## config.mk

```make
export PLATFORM = sky130hd
export DESIGN_NAME = rmi_rotate_mask_insert_unit
export DESIGN_NICKNAME = d
export VERILOG_FILES = /design/src/verilog/rmi_pkg.sv /design/src/verilog/rmi_rotate_mask_insert_unit.sv
export SDC_FILE = /design/constraint.sdc
export NUM_CORES = 1
export LEC_CHECK = 0
export BUFFER_PORTS_ARGS = -buffer_cell sky130_fd_sc_hd__buf_2
export CORE_UTILIZATION = 49
export CTS_CLUSTER_SIZE = 28
export DETAILED_ROUTE_END_ITERATION = 10
export HOLD_SLACK_MARGIN = 0.03
export PLACE_DENSITY = 0.77
export SLEW_MARGIN = 10
export SYNTH_ARGS = -nofsm -noshare
export SYNTH_HDL_FRONTEND = slang
export SYNTH_SLANG_ARGS = --single-unit
```

## constraint.sdc

```tcl
create_clock -name core_clk -period 1.9 [get_ports core_clk]
set_input_delay 0.19 -clock core_clk [delete_from_list [all_inputs] [get_ports core_clk]]
set_output_delay 0.19 -clock core_clk [all_outputs]
set_load 0.05 [all_outputs]
```

## src/verilog/rmi_pkg.sv

```systemverilog
// Purpose: Shared constants for the rotate, mask and insert unit
// Assumes: 32-bit words, bit 0 of a word is its most significant bit
// Notes:   Register offsets are byte addresses on the plain register port
package rmi_pkg;

  // ==========================================================
  // Instruction word layout (LSB numbering of the word)
  // ==========================================================
  localparam int unsigned OPC_MSB   = 31;     // Primary opcode field top
  localparam int unsigned OPC_LSB   = 26;     // Primary opcode field bottom
  localparam int unsigned SRC_LSB   = 21;     // source_reg index field
  localparam int unsigned DST_LSB   = 16;     // dest_reg index field
  localparam int unsigned SHR_LSB   = 11;     // shift_amount_reg index field
  localparam int unsigned BEG_LSB   = 6;      // mask_begin field
  localparam int unsigned END_LSB   = 1;      // mask_end field
  localparam int unsigned XO_MSB    = 10;     // Extended opcode field top
  localparam int unsigned XO_LSB    = 1;      // Extended opcode field bottom
  localparam int unsigned REC_BIT   = 0;      // record_flag position

  // ==========================================================
  // Opcode values
  // ==========================================================
  localparam logic [5:0] OPC_ROT_MASK = 6'h17;  // Rotate then AND with mask
  localparam logic [5:0] OPC_EXTENDED = 6'h1f;  // Extended group
  localparam logic [9:0] XO_ROT_INS   = 10'h219; // Rotate right and insert bit

  // ==========================================================
  // Register port map
  // ==========================================================
  localparam logic [3:0] REG_CTRL   = 4'h0;   // bit0 legacy architecture mode
  localparam logic [3:0] REG_STAT   = 4'h4;   // executed / refused counts
  localparam logic [3:0] REG_LAST   = 4'h8;   // last result written
  localparam logic       CTRL_RST   = 1'b1;   // Legacy mode after reset
  localparam int unsigned CNT_W     = 16;     // Width of each counter

  // Condition field 0 bit positions in crField
  localparam int unsigned CR_NEG = 3;
  localparam int unsigned CR_POS = 2;
  localparam int unsigned CR_ZER = 1;
  localparam int unsigned CR_SOV = 0;

endpackage : rmi_pkg

```

## src/verilog/rmi_rotate_mask_insert_unit.sv

```systemverilog
// Purpose: Rotate-and-mask and rotate-insert-bit execution datapath
// Assumes: Operands arrive with the issue strobe; one result cycle later
// Notes:   Exception register is only read (summary overflow copy)
//
// Summary of operation
// - Rotate source left by shift low bits
// - AND rotation with mask, write destination
// - Begin below end+1: ones begin..end
// - Begin equals end+1: all ones mask
// - Begin above end+1: zeros end+1..begin-1
// - Record flag set updates condition field
// - Never modify the fixed-point exception register
// - Insert source bit 0 at shift position
// - Other destination bits stay unchanged
// - Insert operation only in legacy mode
//
// The plain strobed port and the register addresses are this design's own decisions.
`timescale 1ns/100ps

module rmi_rotate_mask_insert_unit (
  input  wire logic        core_clk,      // 25 MHz core clock
  input  wire logic        nrst,          // Async reset, active low
  input  wire logic        issueValid,    // Instruction issued this cycle
  input  wire logic [31:0] instrWord,     // Instruction word
  input  wire logic [31:0] sourceVal,     // source_reg contents
  input  wire logic [31:0] shiftVal,      // shift_amount_reg contents
  input  wire logic [31:0] destVal,       // Current dest_reg contents
  input  wire logic        xerSumOvf,     // Summary overflow, read only
  input  wire logic [3:0]  regAddr,       // Register port address
  input  wire logic [31:0] regWrData,     // Register port write data
  input  wire logic        regWr,         // Register write strobe
  input  wire logic        regRd,         // Register read strobe
  output logic [31:0]      regRdData,     // Read data, cycle after strobe
  output logic             resultValid,   // Destination write pulse
  output logic [4:0]       resultIdx,     // dest_reg index
  output logic [31:0]      resultData,    // Value to write
  output logic             crWrEn,        // Condition field 0 write pulse
  output logic [3:0]       crField,       // negative,positive,zero,sum_overflow
  output logic             illegalOp      // Unsupported instruction pulse
);

  // ==========================================================
  // Decode helpers
  // ==========================================================
  // Primary opcode of the rotate-and-mask form
  function automatic logic isRotMask(input logic [31:0] w);
    isRotMask = (w[rmi_pkg::OPC_MSB:rmi_pkg::OPC_LSB] == rmi_pkg::OPC_ROT_MASK);
  endfunction : isRotMask

  // Extended opcode of the rotate-insert-bit form
  function automatic logic isRotIns(input logic [31:0] w);
    isRotIns = (w[rmi_pkg::OPC_MSB:rmi_pkg::OPC_LSB] == rmi_pkg::OPC_EXTENDED) &&
               (w[rmi_pkg::XO_MSB:rmi_pkg::XO_LSB] == rmi_pkg::XO_ROT_INS);
  endfunction : isRotIns

  // ==========================================================
  // Field extraction
  // ==========================================================
  logic [4:0]  maskBegin;     // Mask start position
  logic [4:0]  maskEnd;       // Mask end position
  logic [4:0]  rotCount;      // Low five bits of shift operand
  logic        recordFlag;    // Last instruction bit
  logic        opRotMask;     // Rotate-and-mask decoded
  logic        opRotIns;      // Rotate-insert decoded
  logic        legacyMode;    // Control bit, legacy architecture

  assign maskBegin  = instrWord[rmi_pkg::BEG_LSB +: 5];
  assign maskEnd    = instrWord[rmi_pkg::END_LSB +: 5];
  assign recordFlag = instrWord[rmi_pkg::REC_BIT];
  assign rotCount   = shiftVal[4:0];
  assign opRotMask  = isRotMask(instrWord);
  assign opRotIns   = isRotIns(instrWord);

  // ==========================================================
  // Mask generator
  // ==========================================================
  // Six-bit compare so end+1 can reach 32 without wrapping
  logic [5:0]  endPlusOne;    // mask_end + 1
  logic [5:0]  beginWide;     // mask_begin widened
  logic [31:0] genMask;       // Generated mask, LSB numbering

  assign endPlusOne = {1'b0, maskEnd} + 6'h01;
  assign beginWide  = {1'b0, maskBegin};

  generate
    for (genvar p = 0; p < 32; p++) begin : g_mask
      // Position p is big-endian, so it lands on LSB index 31-p
      localparam logic [5:0] POS = 6'(p);
      // One continuous driver per bit keeps the vector single-driven
      assign genMask[31-p] = (beginWide < endPlusOne)  ? ((POS >= beginWide) && (POS < endPlusOne)) :
                             (beginWide == endPlusOne) ? 1'b1 :
                             !((POS >= endPlusOne) && (POS < beginWide));
    end
  endgenerate

  // ==========================================================
  // Datapath
  // ==========================================================
  logic [63:0] rotWide;       // Doubled word shifted left
  logic [31:0] rotWord;       // Rotated source
  logic [31:0] insMask;       // Single targeted position
  logic [31:0] next_result;   // Result selected by opcode
  logic        next_illegal;  // Unsupported in current mode
  logic        next_valid;    // Destination write next cycle

  // Rotate as upper half of a doubled word, no mux tree needed
  assign rotWide = {sourceVal, sourceVal} << rotCount;
  assign rotWord = rotWide[63:32];
  // Bit 0 moved right by n sits at big-endian position n
  assign insMask = 32'h8000_0000 >> rotCount;

  // Operation select and mode check
  always_comb begin
    next_result  = 32'h0000_0000;
    next_illegal = 1'b0;
    next_valid   = 1'b0;
    if (issueValid && opRotMask) begin
      next_result = rotWord & genMask;
      next_valid  = 1'b1;
    end else if (issueValid && opRotIns) begin
      if (legacyMode) begin
        // Only the targeted bit is replaced
        next_result = (destVal & ~insMask) |
                      (sourceVal[31] ? insMask : 32'h0000_0000);
        next_valid  = 1'b1;
      end else begin
        next_illegal = 1'b1;
      end
    end
  end

  // ==========================================================
  // Result registers
  // ==========================================================
  // Destination write port, one pulse per accepted instruction
  always_ff @(posedge core_clk or negedge nrst) begin
    if (!nrst) begin
      resultValid <= 1'b0;
      resultIdx   <= 5'h00;
      resultData  <= 32'h0000_0000;
      illegalOp   <= 1'b0;
    end else begin
      resultValid <= next_valid;
      illegalOp   <= next_illegal;
      if (next_valid) begin
        resultIdx  <= instrWord[rmi_pkg::DST_LSB +: 5];
        resultData <= next_result;
      end
    end
  end

  // Condition field 0, written only in record form
  always_ff @(posedge core_clk or negedge nrst) begin
    if (!nrst) begin
      crWrEn  <= 1'b0;
      crField <= 4'h0;
    end else begin
      crWrEn <= next_valid && recordFlag;
      if (next_valid && recordFlag) begin
        crField[rmi_pkg::CR_NEG] <= next_result[31];
        crField[rmi_pkg::CR_POS] <= !next_result[31] && (next_result != 32'h0);
        crField[rmi_pkg::CR_ZER] <= (next_result == 32'h0000_0000);
        // Copied, never written back: exception register untouched
        crField[rmi_pkg::CR_SOV] <= xerSumOvf;
      end
    end
  end

  // ==========================================================
  // Register port
  // ==========================================================
  logic [rmi_pkg::CNT_W-1:0] doneCount;    // Accepted operations
  logic [rmi_pkg::CNT_W-1:0] refuseCount;  // Refused operations

  // Control register: architecture mode steers the insert path
  always_ff @(posedge core_clk or negedge nrst) begin
    if (!nrst) begin
      legacyMode <= rmi_pkg::CTRL_RST;
    end else if (regWr && regAddr == rmi_pkg::REG_CTRL) begin
      legacyMode <= regWrData[0];
    end
  end

  // Counters wrap silently; software samples differences
  always_ff @(posedge core_clk or negedge nrst) begin
    if (!nrst) begin
      doneCount   <= '0;
      refuseCount <= '0;
    end else begin
      if (next_valid) begin
        doneCount <= doneCount + 1'b1;
      end
      if (next_illegal) begin
        refuseCount <= refuseCount + 1'b1;
      end
    end
  end

  // Read data holds only in the cycle after the strobe
  always_ff @(posedge core_clk or negedge nrst) begin
    if (!nrst) begin
      regRdData <= 32'h0000_0000;
    end else if (regRd) begin
      unique case (regAddr)
        rmi_pkg::REG_CTRL: regRdData <= {31'h0, legacyMode};
        rmi_pkg::REG_STAT: regRdData <= {refuseCount, doneCount};
        rmi_pkg::REG_LAST: regRdData <= resultData;
        default:           regRdData <= 32'h0000_0000;  // Unmapped reads zero
      endcase
    end else begin
      regRdData <= 32'h0000_0000;
    end
  end
endmodule : rmi_rotate_mask_insert_unit
```

* After elaboration in Yosys (flattened, before gate mapping)
Cells that the tools add are included.
** Word-level totals
- Memories kept :: 0
- Flip-flop bits (word level) :: 109
- Bits of input ports :: 170
- Word-level logic and storage cells :: 336
- Output and inout port bits :: 76
- RAM bits :: 0
- ROM bits :: 0
- Latch bits :: 0
** Cells by class
- Shift operators :: 2
- Multiply operators :: 0
- Equal/unequal tests :: 6
- Div/mod/pow operators :: 0
- Muxes and demuxes :: 76
- $add $sub $neg :: 3
- Reduce and logical (&&, ||, !) cells :: 106
- Order comparisons :: 129
- Bitwise logic cells :: 4
** Operators by type and width (count)
- $mux 32 :: 5
- $ge 5x6->1 const A :: 16
- $lt 5x6->1 const A :: 16
- $pmux 32 s3 :: 1
- $ge 5x5->1 const A :: 16
- $lt 5x5->1 const A :: 16
- $logic_and 1x1->1 :: 70
- $mux 1 :: 70
- $and 32x32->32 :: 2
- $shl 64x5->64 :: 1
- $ge 4x6->1 const A :: 8
- $lt 4x6->1 const A :: 8
- $ge 4x5->1 const A :: 8
- $lt 4x5->1 const A :: 8
- $logic_not 1->1 :: 33
- $add 16x1->16 const B :: 2
- $logic_not 32->1 :: 1
- $not 32->32 :: 1
- $or 32x32->32 :: 1
- $reduce_bool 32->1 :: 1
- $shr 32x5->32 const A :: 1
- $ge 3x6->1 const A :: 4
- $lt 3x6->1 const A :: 4
- $ge 3x5->1 const A :: 4
- other kinds (17) :: 29

* Depth between registers and ports, before layout
Gate-level depths: netlist (run 1).
- Word-level depth :: 10
- Gate-level depth with buffers :: 14
- Depth with buffers taken out :: 14

* Least setup slack after synthesis (run 1)
No wires, ideal clock.
- Path kind :: input-to-reg
- From :: input instrWord[1]
- To :: register crField[2]
- Setup slack :: -738 ps
- Setup time :: 120 ps
- Data required time :: 1780 ps
- Cell stages on the path :: 12
- Path buffers :: 0
- Data arrival time :: 2518 ps
- Path through :: inv_1 -> ha_1 -> ha_1 -> a21oi_1 -> nor2_1 -> nand3_1 -> nand2_1 -> maj3_1 -> o2bb2ai_1 -> nor4_1 -> nand4_1 -> o211a_1
** On the way
- Cells in the longest elaborated chain, start to end :: 10
- Elaborated cells between the ends (all ways) :: 239
- Those cells by class :: add/sub: 1; order compare: 65; eq/ne: 2; mux: 68; bitwise: 1; reduce/logical: 102
** Ends and longest elaborated chain
- start: declaration :: RTL line rmi_rotate_mask_insert_unit.sv:24 : input wire logic [31:0] instrWord,
- $add 5x1->6 :: RTL line rmi_rotate_mask_insert_unit.sv:82 : assign endPlusOne = {1'b0, maskEnd} + 6'h01;
- $ge 5x6->1 (tied with other cells) :: RTL line rmi_rotate_mask_insert_unit.sv:92 : !((POS >= endPlusOne) && (POS < beginWide));
- $logic_and 1x1->1 :: RTL line rmi_rotate_mask_insert_unit.sv:92
- $logic_not 1->1 :: RTL line rmi_rotate_mask_insert_unit.sv:92
- $mux 1 :: RTL line rmi_rotate_mask_insert_unit.sv:91 : (beginWide == endPlusOne) ? 1'b1 :
- $mux 1 :: RTL line rmi_rotate_mask_insert_unit.sv:90 : assign genMask[31-p] = (beginWide < endPlusOne) ? ((POS >= beginWide) && (POS < endPlusOne)) :
- $and 32x32->32 :: RTL line rmi_rotate_mask_insert_unit.sv:118 : next_result = rotWord & genMask;
- $mux 32 :: RTL line rmi_rotate_mask_insert_unit.sv:117 : if (issueValid && opRotMask) begin
- $reduce_bool 32->1 or $logic_not 1->1 (tied branches) :: RTL line rmi_rotate_mask_insert_unit.sv:161 : crField[rmi_pkg::CR_POS] <= !next_result[31] && (next_result != 32'h0);
- $logic_and 1x1->1 :: RTL line rmi_rotate_mask_insert_unit.sv:161
- end signal: indexed assignment :: RTL line rmi_rotate_mask_insert_unit.sv:160 : crField[rmi_pkg::CR_NEG] <= next_result[31];
- end signal: indexed assignment :: RTL line rmi_rotate_mask_insert_unit.sv:161
- end signal: indexed assignment :: RTL line rmi_rotate_mask_insert_unit.sv:162 : crField[rmi_pkg::CR_ZER] <= (next_result == 32'h0000_0000);
- end: declaration :: RTL line rmi_rotate_mask_insert_unit.sv:38 : output logic [3:0] crField,
Several ways; a longest one is shown, not always the timed one.
A chain may end at the register's enable or synchronous reset.

* Final worst setup path (run 1)
- From :: input shiftVal[1]
- To :: register crField[2]
** On the way
- Cells in the longest elaborated chain, start to end :: 9
- Elaborated cells between the ends (all ways) :: 13
- Those cells by class :: shift: 2; mux: 4; bitwise: 4; reduce/logical: 3
** Ends and longest elaborated chain
- start: declaration :: RTL line rmi_rotate_mask_insert_unit.sv:26 : input wire logic [31:0] shiftVal,
- $shr 32x5->32 :: RTL line rmi_rotate_mask_insert_unit.sv:110 : assign insMask = 32'h8000_0000 >> rotCount;
- $not 32->32 :: RTL line rmi_rotate_mask_insert_unit.sv:123 : next_result = (destVal & ~insMask) |
- $and 32x32->32 :: RTL line rmi_rotate_mask_insert_unit.sv:123
- $or 32x32->32 :: RTL line rmi_rotate_mask_insert_unit.sv:123
- $mux 32 :: RTL line rmi_rotate_mask_insert_unit.sv:121 : if (legacyMode) begin
- $mux 32 :: RTL line rmi_rotate_mask_insert_unit.sv:120 : end else if (issueValid && opRotIns) begin
- $mux 32 (*) :: RTL line rmi_rotate_mask_insert_unit.sv:117
- $reduce_bool 32->1 or $logic_not 1->1 (tied branches) :: RTL line rmi_rotate_mask_insert_unit.sv:161
- $logic_and 1x1->1 (*) :: RTL line rmi_rotate_mask_insert_unit.sv:161
Mark *: on every way between the ends. The rest lies on a longest branch, timed or not.

==> results of run 1 <==
-- state kept, by name, indices dropped and copies added, names as in the netlist --
signal and cells:
crField 4, crWrEn 1, doneCount 16, illegalOp 1
legacyMode 1, refuseCount 16, regRdData 32, resultData 32
resultIdx 5, resultValid 1
-- metal layers --
metal	GRT usage [%]	up-vias	wire length (µm)
li1	-	5070	-
met1	53.1	5608	15400
met2	66.7	926	19800
met3	5.95	188	4330
met4	19.5	0	2260
met5	0	-	0
-- per-stage QoR --
step | total power, µW | hold slack (ns) | worst slack, ns | setup TNS, ns | instances
after global placement | 5240 | 0.173 | -1.18 | -34.20 | 1761
after detailed placement | 5260 | 0.173 | -1.19 | -36.39 | 1761
after CTS | 7400 | 0.0309 | -0.592 | -2.70 | 1810
after global routing | 7950 | 0.0564 | -0.761 | -11.37 | 1825
final | 7710 | 0.0318 | -0.701 | -7.97 | 1825
after floorplan | 4100 | -0.106 | -0.532 | -2.55 | 1132
-- logic make-up after synthesis --
| group | count (synthesis) |
|---|---|
| and+or+nand+nor | 487 |
| AOI/OAI and AO/OA | 282 |
| DFF | 109 |
| buffers and inverters | 103 |
| muxes | 103 |
| xor gates and xnor gates | 37 |
| adders and majority gates | 11 |
-- power groups by stage --
| stage | Clock (µW) | Sequential, µW | Combinational [µW] |
|---|---|---|---|
| 6_report | 1910 | 2560 | 3240 |
| 5_1_grt | 1980 | 2570 | 3400 |
| 2_1_floorplan | 0 | 2890 | 1210 |
| 3_5_place_dp | 0 | 2590 | 2670 |
| 3_3_place_gp | 0 | 2590 | 2650 |
| 4_1_cts | 1910 | 2550 | 2950 |
-- Yosys cell counts, types with 4 or more instances --
master	count
nand2_1	208
o2bb2ai_1	4
a41oi_1	4
a31oi_1	15
buf_2	18
inv_1	17
nor4_1	6
and2_1	7
mux4_2	34
xnor2_1	25
dfrtp_1	108
o21ai_0	46
nand3_1	42
a21boi_0	4
or3_1	5
o311ai_0	5
a21o_1	13
ha_1	7
a211oi_1	6
mux2_2	15
xor2_1	10
o211ai_1	23
a21oi_1	57
nand2b_1	8
o22ai_1	13
nor2_1	128
and3_1	8
o2111ai_1	4
a22oi_1	39
clkbuf_1	51
nor3_1	22
nor2b_1	5
nand4_1	25
buf_6	8
a211o_1	6
mux2i_1	54
-- critical path, cell delays in order --
cell,delay [ns]
buf_8,0.08
buf_12,0.16
mux4_2,0.57
buf_4,0.17
mux2i_2,0.22
nand2_1,0.11
o211ai_1,0.12
o211ai_1,0.20
o41ai_4,0.10
o21ai_0,0.19
nor4_2,0.35
nand4_1,0.20
o211a_1,0.17
-- final cells by class --
| type | instances | share of cell area [%] |
|---|---|---|
| Clock buffer | 10 | 1.65 |
| Sequential cell | 109 | 18.8 |
| Timing Repair Buffer | 532 | 26.7 |
| Clock inverter | 6 | 0.474 |
| Multi-Input combinational cell | 920 | 49.8 |
| Tap cell | 229 | 1.97 |
| Inverter | 19 | 0.663 |
-- repair_timing --
action                                  CTS  global route
hold endpoints to repair                 35             0
setup buffers                            36            19
resized for setup                       127           148
pin swaps                                55            68
gates cloned                              1             0
endpoints found under the setup margin   58            55
hold buffers                              2             0
-- path summary, 6_finish.rpt --
check | from | end | slack [ns] | cells after the start
setup / recovery | shiftVal[1] | crField[2]$_DFFE_PN0P_ | -0.70 | 13
max in group asynchronous | nrst | legacyMode$_DFFE_PN1P_ | 0.89 | 3
hold reg to reg | crField[3]$_DFFE_PN0P_ | crField[3]$_DFFE_PN0P_ | 0.48 | 2
hold / removal | instrWord[19] | resultIdx[3]$_DFFE_PN0N_ | 0.03 | 3
setup reg to reg | legacyMode$_DFFE_PN1P_ | crField[2]$_DFFE_PN0P_ | -0.22 | 8
min in group asynchronous | nrst | regRdData[17]$_DFF_PN0_ | 0.34 | 2
==> flow_results.org, run 1 <==
** Status
- Outcome :: finished, violations left
- The final reports fail on negative setup slack.

** Placement
- Placed cell area :: ~13000 µm²
- Port-buffer cells :: roughly 180
- Post-detailed-placement half-perimeter wirelength :: about 30000 µm
- Final RePlAce weighted congestion :: 1.01

** Clock network
- Inserted Clock Buffers :: 9
- The tree is rooted in a clkbuf_16.
- TritonCTS built the clock tree.
- H-tree lvl count :: 3
- The longest clock path from root to sink contains 2 buffers.
- The clock net in this run drives a total of 109 sinks.
- Source-to-sink clock delay at the later pin of the worst-skew pair :: roughly 0.35 ns
- Post-CTS clock slew at the launch and capture registers of the worst setup and hold paths :: 0.07 ns

** Global route
- Entering global routing, the biggest net connects 48 pins.
- Global routing consumed, over all layers together, just over 40% of the routing resources.
- Via count of the first global-routing pass :: between 10000 and 15000
- First-pass GRT wire length :: slightly above 60000 µm
- The number of antenna violations at the first check in global routing is 0.
- Congestion Overflow GR :: 0

** Route
- Wirelength, routed :: 41700 µm
- After detailed routing, the number of vias per cell comes to 6.46.
- The first detailed-routing pass took 7 iterations.
- In the final routed layout, each cell accounts on average for between 20 and 25 µm.
- The detailed router finished its first iteration with 1350 violations.
- Remaining routing DRC violations :: 0
- Once detail routing completed, the nets flagged for antenna violations numbered 0.
- Total via count after detailed routing :: between 10000 and 15000

** Logic synthesis
- Summing the areas of all xor and xnor instances in the mapped netlist gives 3.66% of the synthesized area.
- The netlist uses 84 different library cells.
- The number of nets handed over by synthesis was 1309.
- In the synthesized netlist the dominant register cell turns out to be dfrtp_1.
- Largest cells by area after synthesis :: dfrtp_1 29%, nand2_1 8.4%, mux4_2 8.3%, mux2i_1 5.8%, nor2_1 5.2%
- After Yosys synthesis, and, or, nand and nor cells account for 23.4% of the synthesized area.
- Combinational family with the most area after synthesis :: simple AND/OR/NAND/NOR gates
- After synthesis, the share of cell area in mux cells is around 16%.
- Post-Synth Adder-Cell Area :: under 10%
- Most area-hungry cell type in the Yosys netlist :: dfrtp_1
- The synthesized design contains 109 register bits.
- Async set-or-reset flop fraction in the synthesized netlist :: between 90% and 100%
- Sequential area share after synthesis :: between 20 and 30%
- Post-Syn Area :: 9270 µm²
- Top-area cell type share of the netlist area :: approximately 29%
- The cell count after synthesis came out at approximately 1100.
- The synthesized design contains 0 enable-type register cells.
- YS warnings :: 0
- In this run the mean area of a mapped cell was approximately 8.2 µm².
- The synthesized netlist devotes around a fifth of its cell area to compound gates.

** Floorplan
- Core area :: ~18000 µm²
- Measured along the x axis, the die boundary spans between 100 and 150 µm.
- Die Area :: roughly 19000 µm²
- The die is about 140 µm tall.
- In this run the core area contains 49 standard-cell rows.
- Total I/O pin count :: roughly 250
- Effective utilization at floorplan :: about half

** Power and ir drop
- Internal :: between 4000 and 5000 µW
- Combinational logic burns between 40% and 50% of the power.
- Leakage power summed over all cells :: roughly 0.007 µW
- Power spread over the standard cell area amounts to 531 nW/µm².
- IR analysis of the VDD net gives a maximum drop of 0.415 mV.
- The clock network is responsible for around 25% of the overall power.
- For this design the total switching power over the nets is approximately 2800 µW.
- Per report_power, the sequential group accounts for roughly 33% of the total.
- Net switching is roughly 37% of the power.

** Setup path
- The worst setup path is launched from an input port.
- STA puts the critical path data required time at between 2 and 2.5 ns.
- Worst setup path category :: input port to flip-flop
- Of all nets on the critical path, the largest fanout is 16.
- Arrival time at the worst endpoint :: around 2.8 ns
- Worst setup EP type :: flip-flop

** Timing
- The clock arrives with roughly 0.0042 ns of skew.
- Part of the cycle the worst path needs :: 137%
- Slew at the pin closest to its max-slew limit :: between 0.7 and 0.8 ns
- Upper clock frequency limit :: around 0.38 GHz
- Setup repair after global routing could not meet its margin everywhere.
- Setup violations remaining at the end of the flow were counted as a little over 50.
- Rel. slew slack :: a little under half
- Min setup slack post-route :: -0.701 ns
- For the finished layout, the period the worst path requires is between 2 and 3 ns.
- Final max-slew violation count :: 0
- The final count of hold timing violations is 0.

** Finish
- After filler insertion, the fill cell instance count of the layout stands at between 1000 and 1500.
- NumNets Final :: 1768
- Cells fill 79.5% of the core in the end.
- After routing the design area is 14500 µm².
- Antenna diode count :: 0
- Top library cells by usage in the layout, fill and taps aside :: 311 x buf_4, 187 x nand2_1, 170 x buf_2
- The area growth from synthesis to layout is 56.6%.
- Summing all multi-input logic gate instances after layout gives between 7000 and 8000 µm².
- The post-route netlist has around half of its cells at a drive strength greater than 1.
- Registers take around 2700 µm².
- The library cell used most frequently in the layout, excluding fill and tap cells, is buf_4.

** Min path
- Worst hold-check path type :: input port to flip-flop

** Flow run
- The tool flagged a number of max-cap violations equal to 0.
Power figures use the tool's default switching activity.
==> run 2, diff against run 1 <==
--- a/config.mk
+++ b/config.mk
@@ -5,12 +5,14 @@
 export SDC_FILE = /design/constraint.sdc
 export NUM_CORES = 1
 export LEC_CHECK = 0
+export ABC_CLOCK_PERIOD_IN_PS = 2400
 export BUFFER_PORTS_ARGS = -buffer_cell sky130_fd_sc_hd__buf_2
-export CORE_UTILIZATION = 49
+export CORE_UTILIZATION = 55
 export CTS_CLUSTER_SIZE = 28
 export DETAILED_ROUTE_END_ITERATION = 10
 export HOLD_SLACK_MARGIN = 0.03
-export PLACE_DENSITY = 0.77
+export PLACE_DENSITY = 0.82
+export SKIP_LAST_GASP = 1
 export SLEW_MARGIN = 10
 export SYNTH_ARGS = -nofsm -noshare
 export SYNTH_HDL_FRONTEND = slang
==> constraint.sdc (replaced) <==
create_clock -name core_clk -period 2.4 [get_ports core_clk]
set_input_delay 0.24 -clock core_clk [delete_from_list [all_inputs] [get_ports core_clk]]
set_output_delay 0.24 -clock core_clk [all_outputs]
set_load 0.05 [all_outputs]
==> flow_results.org, run 2 (same netlist as run 1, synthesis figures left out) <==
** Clock network
- Library cell used as clock root buffer :: clkbuf_16 (unchanged)
- H-tree lvl count :: 3 (unchanged)
- Inserted Clock Buffers :: 9 (unchanged)
- The TritonCTS clock tree is done (unchanged).
- The clock sink total is 109 (unchanged).
- Post-CTS clock slew at the launch and capture registers of the worst setup and hold paths :: 0.07 ns (about the same)
- Deepest clock path buffer count :: 2 (unchanged)
- Source-to-sink clock delay at the later pin of the worst-skew pair :: 0.36 ns (was 0.35 ns)

** Power and ir drop
- Max IR drop VDD :: 0.696 mV (was 0.415 mV)
- Leakage power summed over all cells :: 0.00647 µW (was 0.00680 µW)
- Power density over the cells :: 428 nW/µm² (was 531 nW/µm²)
- Total power :: 5850 µW (was 7710 µW)

** Finish
- NumNets Final :: 1735 (was 1768)
- The number of standard cells in the final layout excluding fillers came to 1784 (was 1825).
- The multi-input logic area came to 6720 µm² (was 7230 µm²).
- The area taken by flip-flops and latches was 2730 µm² (unchanged).
- Layout cells sized above 1 :: 44.1% (was 50.1%)
- Top library cells by usage in the layout, fill and taps aside :: 301 x buf_4, 201 x nand2_1, 172 x buf_2 (was 311 x buf_4, 187 x nand2_1, 170 x buf_2)
- Layout fillers :: 994 (was 1210)
- Most frequent standard cell in the layout excluding fill and tap cells :: buf_4 (unchanged)
- Largest registers: regRdData (32), resultData (32) (unchanged).
- The layout-stage area growth over the synthesis result was 47.3% (was 56.6%).

** Global route
- The largest net degree at the start of global routing is 41 (was 48).
- All-Layer GR Usage :: 47.0% (was 40.7%)
- The global-route wire length before repair came to 62800 µm (was 61200 µm).
- The via count of the first global-routing pass was 11164 (was 10985).
- The final global-route overflow total is 0 (unchanged).
- The number of antenna violations at the first check in global routing came to 1 (was 0).

** Placement
- The routability congestion estimate was 1.09 (was 1.01).
- Post-detailed-placement half-perimeter wirelength :: 30000 µm (was 29800 µm)
- The placed instance count is 1723 (was 1761).
- The port buffer count was 177 (unchanged).

** Setup path
- Arrival time at the worst endpoint :: 2.79 ns (was 2.83 ns)
- The count of cells along the worst register-to-register path came to 9 (was 8).
- FF-to-FF Start :: legacyMode$_DFFE_PN1P_ (unchanged)
- The type of element launching the critical path is an input port (unchanged).
- The data required time at the worst endpoint is 2.65 ns (was 2.13 ns).
- R2R Path End :: crField[2]$_DFFE_PN0P_ (unchanged)
- Longest individual stage delay on the worst path :: 0.43 ns (was 0.57 ns)
- Worst setup EP type :: flip-flop (unchanged)
- The highest net fanout along the worst path was 14 (was 16).
- The cell with the biggest individual delay on the critical path was or3_1 (was mux4_2).
- Worst-case register-to-register setup slack :: 0.30 ns (was -0.22 ns)
- Cells traversed along the worst timing path :: buf_12 > buf_12 > buf_16 > buf_8 > or3_1 > o22a_1 > nor3_2 > o2111ai_4 > a211oi_2 > nand4_1 > nor4_1 > nand4_1 > o211a_1 (was buf_8 > buf_12 > mux4_2 > buf_4 > mux2i_2 > nand2_1 > o211ai_1 > o211ai_1 > o41ai_4 > o21ai_0 > nor4_2 > nand4_1 > o211a_1)
- The critical path start-end classification was input port to flip-flop (unchanged).

** Timing
- Part of the cycle the worst path needs :: 106%
- Final Hold Violating Endpoints :: 0 (unchanged)
- The smallest clock period supported by the final layout is computed as about 2.5 ns.
- Upper clock frequency limit :: around 0.39 GHz
- RSZ-0062 raised after global routing :: true (unchanged)
- Final max-slew violation count :: 0 (unchanged)
- Min setup slack post-route :: -0.140 ns (was -0.701 ns)
- The clock skew is 0.00982 ns (was 0.00421 ns).
- Setup violations, final :: 7 (was 51)
- The measured slew at the worst slew-check pin was 0.640 ns (was 0.779 ns).
- The worst relative slew slack came to 56.9% (was 47.5%).

** Route
- The residual antenna-violating net count after detailed routing came to 0 (unchanged).
- The detailed-route DRC error count came to 0 (unchanged).
- DRC marker count from the first detailed-route iteration :: 1673 (was 1350)
- Drt first pass iters :: 6 (was 7)
- The mean routed wirelength per cell was 23.7 µm (was 22.9 µm).
- Total via count after detailed routing :: 11903 (was 11792)
- The total detailed-routing wirelength came to 42300 µm (was 41700 µm).
- Via count normalized by instance count :: 6.67 (was 6.46)

** Floorplan
- Total I/O pin count :: 246 (unchanged)
- Core area :: 16500 µm² (was 18300 µm²)
- Number of placement rows :: 47 (was 49)
- Die Area :: 17400 µm² (was 19500 µm²)
- Die Y-Extent :: 132 µm (was 140 µm)
- Effective utilization at floorplan :: 56.1% (was 50.8%)
- Die boundary width :: 132 µm (was 140 µm)

** Status
- Violated checks: negative setup slack (unchanged).
- Outcome: finished, violations left (unchanged).

** Min path
- The worst-case hold path end point is resultIdx[2]$_DFFE_PN0N_ (was resultIdx[3]$_DFFE_PN0N_).
- The instance count along the most critical hold path is 3 (unchanged).
- Launch point of the worst hold path :: instrWord[18] (was instrWord[19])
- Worst hold-check path type :: input port to flip-flop (unchanged)

** Flow run
- The count of max-cap constraint violations came to 0 (unchanged).
-- run 2: changes by cell type in the layout (fill, tap and decap cells not counted), moves of 8 or more --
| cell | before | now |
|---|---|---|
| buf_6 | 34 | 6 |
| nand2_1 | 187 | 201 |
| nand2_2 | 19 | 7 |
| nor2_1 | 106 | 118 |
| a21oi_1 | 38 | 49 |
| buf_4 | 311 | 301 |
| a21oi_2 | 17 | 8 |
| nor2_4 | 12 | 4 |
-- run 2: where the power goes --
group          internal [µW]  switching, µW
Combinational            962           1390
Sequential              1920            112
Clock                    805            657
-- run 2: through the flow --
stage / util (%) / hold slack, ns / worst slack (ns) / cell area, µm² / TNS, ns
floorplan: - / -0.0556 / -0.0820 / 9370 / -0.131
global placement: 74.6 / 0.239 / -0.698 / 12300 / -8.99
detailed placement: 74.6 / 0.244 / -0.733 / 12300 / -12.85
CTS: 80.7 / 0.0958 / -0.0500 / 13300 / -0.0500
global route: 82.7 / 0.0933 / -0.206 / 13700 / -0.852
finish: 82.7 / 0.0927 / -0.140 / 13700 / -0.426
-- run 2: repair_timing --
| action | CTS | global route |
|---|---|---|
| pin swaps | 43 | 31 |
| setup endpoints to repair | 15 | 20 |
| resized for setup | 103 | 51 |
| hold endpoints to repair | 36 | 0 |
| cloned | 2 | 0 |
| setup buffers | 28 | 13 |
| hold buffers | 1 | 0 |
-- run 2: worst max-delay path by stage --
stage	start	to	slack [ns]	cells after the start
CTS	shiftVal[1]	crField[2]$_DFFE_PN0P_	-0.05	14
global placement	shiftVal[1]	crField[2]$_DFFE_PN0P_	-0.70	13
detailed placement	instrWord[2]	crField[2]$_DFFE_PN0P_	-0.73	13
floorplan	shiftVal[1]	crField[2]$_DFFE_PN0P_	-0.08	12
finish	shiftVal[1]	crField[2]$_DFFE_PN0P_	-0.14	13
global route	shiftVal[1]	crField[2]$_DFFE_PN0P_	-0.21	14
-- run 2: area by class of cell --
cell class | instances | share of cell area [%]
tap | 220 | 2.01
antenna | 1 | 0.0183
timing repair buffer | 499 | 26.2
clock inverter | 5 | 0.385
inverter | 19 | 0.522
multi-input combinational | 920 | 49.2
sequential | 109 | 20.0
clock buffer | 11 | 1.70
-- run 2: layer usage --
metal	global-route usage, %	routed length [µm]	up-vias
li1	-	-	5005
met1	59.4	15100	5518
met2	74.6	19000	1117
met3	9.53	5200	263
met4	28.1	2980	0
met5	0	0	-
-- run 2: critical path, delay by kind of cell --
| kind | cells | cell delay [ns] |
|---|---|---|
| buf+inv | 4 | 0.51 |
| simple gates | 5 | 1.16 |
| compound gates | 4 | 0.86 |
==> run 3, diff against run 2 <==
--- a/config.mk
+++ b/config.mk
@@ -6,12 +6,12 @@
 export NUM_CORES = 1
 export LEC_CHECK = 0
 export ABC_CLOCK_PERIOD_IN_PS = 2400
-export BUFFER_PORTS_ARGS = -buffer_cell sky130_fd_sc_hd__buf_2
-export CORE_UTILIZATION = 55
+export CORE_UTILIZATION = 34
 export CTS_CLUSTER_SIZE = 28
 export DETAILED_ROUTE_END_ITERATION = 10
+export DONT_BUFFER_PORTS = 1
 export HOLD_SLACK_MARGIN = 0.03
-export PLACE_DENSITY = 0.82
+export PLACE_DENSITY = 0.47
 export SKIP_LAST_GASP = 1
 export SLEW_MARGIN = 10
 export SYNTH_ARGS = -nofsm -noshare
==> flow_results.org, run 3 (same netlist as run 1, synthesis figures left out) <==
** Power and ir drop
- The highest ir drop seen on vdd came to 0.292 mV (was 0.696 mV).
- The leakage power summed over all cells is 0.00518 µW (was 0.00647 µW).
- The areal power density over the cells is 448 nW/µm² (was 428 nW/µm²).

** Finish
- Largest registers: regRdData (32), resultData (32) (unchanged).
- Most frequent standard cell in the layout excluding fill and tap cells :: buf_4 (unchanged)
- The layout-stage area growth over the synthesis result was 27.4% (was 47.3%).
- The final design area excluding fillers was 11800 µm² (was 13700 µm²).
- NumNets Final :: 1483 (was 1735)
- The fill cell instance count of the final layout came to 2717 (was 994).
- Final Instance Count excl. Fillers :: 1654 (was 1784)
- Layout cells sized above 1 :: 28.4% (was 44.1%)
- Top library cells by usage in the layout, fill and taps aside :: 237 x buf_4, 206 x nand2_1, 126 x nor2_1 (was 301 x buf_4, 201 x nand2_1, 172 x buf_2)

** Route
- The mean routed wirelength per cell is 22.9 µm (was 23.7 µm).
- Wirelength, routed :: 37900 µm (was 42300 µm)
- Drt first pass iters :: 5 (was 6)
- Remaining routing DRC violations :: 0 (unchanged)
- DRC marker count from the first detailed-route iteration :: 763 (was 1673)
- Total via count after detailed routing :: 9703 (was 11903)
- Number of nets still failing antenna checks after routing :: 0 (unchanged)
- Via count normalized by instance count :: 5.87 (was 6.67)

** Setup path
- Cell count of the worst reg-to-reg path :: 10 (was 9)
- R2R Path End :: crField[2]$_DFFE_PN0P_ (unchanged)
- Arrival time at the worst endpoint :: 2.61 ns (was 2.79 ns)
- Kind of cell with the highest combined delay on the critical path :: simple AND/OR/NAND/NOR gates (unchanged)
- Worst setup EP type :: flip-flop (unchanged)
- The highest net fanout along the worst path came to 8 (was 14).
- Cells traversed along the worst timing path :: ha_4 > nor3b_2 > o21ai_2 > o311ai_4 > and2_4 > or4_1 > a41oi_2 > o2111ai_2 > nor4_2 > nand4_1 > o211a_1 (was buf_12 > buf_12 > buf_16 > buf_8 > or3_1 > o22a_1 > nor3_2 > o2111ai_4 > a211oi_2 > nand4_1 > nor4_1 > nand4_1 > o211a_1)
- Max stage delay cell, worst path :: or4_1 (was or3_1)
- The count of buffer and inverter cells on the critical path is 0 (was 4).
- The delay contributed by the slowest stage of the critical path came to 0.46 ns (was 0.43 ns).
- The startpoint of the worst-slack reg-to-reg timing path was legacyMode$_DFFE_PN1P_ (unchanged).
- The type of element launching the critical path is an input port (unchanged).
- Required time at the endpoint of the critical path :: 2.63 ns (was 2.65 ns)
- The setup slack of the most critical reg-to-reg path was 0.30 ns (about the same).
- Worst setup path category :: input port to flip-flop (unchanged)

** Timing
- Slew at the pin closest to its max-slew limit :: 0.603 ns (was 0.640 ns)
- The worst relative slew slack came to 59.8% (was 56.9%).
- Hold slack final :: -0.417 ns (was 0.0927 ns)
- RSZ-0062 raised after global routing: true (unchanged).
- The final number of max-transition violations is 0 (unchanged).
- Final clock skew :: 0.00787 ns (was 0.00982 ns)
- The maximum clock frequency came to 0.421 GHz (was 0.394 GHz).
- Setup violations, final :: 0 (was 7)
- The final count of hold timing violations came to 109 (was 0).
- The time the worst path needs with I/O delays and setup is 2.37 ns (was 2.54 ns).
- Part of the cycle the worst path needs :: 99.0% (was 106%)
- The setup slack of the critical path after layout was 0.0251 ns (was -0.140 ns).

** Clock network
- The clock-pin slew on the worst setup and hold paths came to 0.07 ns (about the same).
- Source-to-sink clock delay at the later pin of the worst-skew pair :: 0.35 ns (was 0.36 ns)
- The deepest level of the CTS H-tree is 3 (unchanged).
- The total clock buffers created by CTS is 9 (unchanged).
- The clock sink total came to 109 (unchanged).
- The cts-stage hold buffer count was 6 (was 1).
- Library cell used as clock root buffer :: clkbuf_16 (unchanged)
- TritonCTS clock tree :: done (unchanged)
- The maximum clock path buffer count was 2 (unchanged).

** Floorplan
- The starting utilization of the core area was 34.5% (was 56.1%).
- The number of standard-cell rows in the floorplan is 60 (was 47).
- The core area is 26900 µm² (was 16500 µm²).
- The number of placed I/O pins is 246 (unchanged).
- Die boundary width :: 167 µm (was 132 µm)
- Die Y-Extent :: 167 µm (was 132 µm)
- Die Area :: 27900 µm² (was 17400 µm²)

** Global route
- The global-route wire length before repair came to 57100 µm (was 62800 µm).
- Largest net degree at the start of global routing :: 110 (was 41)
- Via count of the first global-routing pass :: 9327 (was 11164)
- All-Layer GR Usage :: 26.6% (was 47.0%)
- The final global-route overflow total is 0 (unchanged).
- Number of antenna violations at the first check in global routing :: 1 (unchanged)

** Status
- Violated checks: negative hold slack (was negative setup slack).
- Outcome: finished, violations left (unchanged).

** Min path
- Worst hold-check path type :: input port to async pin (was input port to flip-flop)

** Flow run
- The count of max-cap constraint violations came to 0 (unchanged).

** Placement
- The sum of net half-perimeters after detailed placement was 29500 µm (was 30000 µm).
- The placement-stage cell area came to 11100 µm² (was 12300 µm²).
- The port buffer count is 0 (was 177).
- The placed instance count came to 1618 (was 1723).
- Final RePlAce weighted congestion :: 0.948 (was 1.09)
- Post-Place Worst Slack :: -0.518 ns (was -0.733 ns)
==> run 3: cell count changes in the layout (fill, tap and decap cells not counted), moves of 5 or more <==
cell / change
buf_4: -64
nand2_1: +5
buf_12: -12
dlygate4sd3_1: +5
mux2i_1: +7
nor2_1: +8
nor2_2: -5
nor3_2: -5
nor3_1: +5
nand2_2: -5
buf_2: -172
buf_6: -6
==> run 3: cell type report <==
class                      count  area [µm²]  share of cell area [%]
multi-input combinational    921        6380                    54.0
sequential                   109        2730                    23.1
timing repair buffer         246        1900                    16.1
tap                          341         427                    3.61
clock buffer                  10         239                    2.02
inverter                      19        71.3                   0.604
clock inverter                 6        68.8                   0.582
antenna                        2        5.00                  0.0424
==> run 3: routing by layer <==
metal,up-vias,global-route usage (%),part of all wire [%]
met3,75,3.47,6.0
met5,-,0,0.029
met2,401,44.3,48
li1,4530,-,-
met4,2,10.4,3.7
met1,4695,35.1,43
==> run 3: repair_timing <==
| item | CTS | global route |
|---|---|---|
| resized for setup | 14 | 39 |
| buffers inserted | 3 | 8 |
| gates cloned | 0 | 1 |
| setup endpoints to repair | 2 | 2 |
| pin swaps | 6 | 14 |
| hold endpoints to repair | 115 | 109 |
==> run 3: through the flow <==
step                hold WS, ns  TNS, ns  utilization [%]  total power (µW)
finish                   -0.417        0             44.0              5300
global route             -0.442  -0.0971             43.9              5520
CTS                      -0.434        0             43.0              5250
detailed placement      -0.0530    -3.34             41.3              3680
global placement        -0.0530    -2.82             41.3              3680
floorplan               -0.0556   -0.131                -              3220
==> run 3: worst register-to-register path: stages, from the launching register on <==
cell and delay, ns:
dfstp_2 0.58, nand3_1 0.10, nand2_1 0.08, nand2_1 0.06, inv_1 0.14, nand2_1 0.15, a211oi_2 0.16, nand4_1 0.12
nor4_1 0.29, nand4_1 0.17, o211a_1 0.15
==> run 3: power breakdown <==
part | internal [µW] | switching [µW] | total (µW)
clock | 846 | 682 | 1530
sequential | 1920 | 388 | 2300
combinational | 718 | 746 | 1460
total | 3480 | 1820 | 5300
==> run 3: how the worst max path moves through the flow <==
stage | startpoint | end | slack (ns) | depth (start not counted)
after floorplan | shiftVal[1] | crField[2]$_DFFE_PN0P_ | -0.08 | 12
after global placement | shiftVal[1] | crField[2]$_DFFE_PN0P_ | -0.53 | 11
after detailed placement | instrWord[1] | crField[2]$_DFFE_PN0P_ | -0.52 | 12
after CTS | instrWord[1] | crField[2]$_DFFE_PN0P_ | 0.0007 | 12
after global routing | instrWord[1] | crField[2]$_DFFE_PN0P_ | -0.07 | 13
final | instrWord[1] | crField[2]$_DFFE_PN0P_ | 0.03 | 11
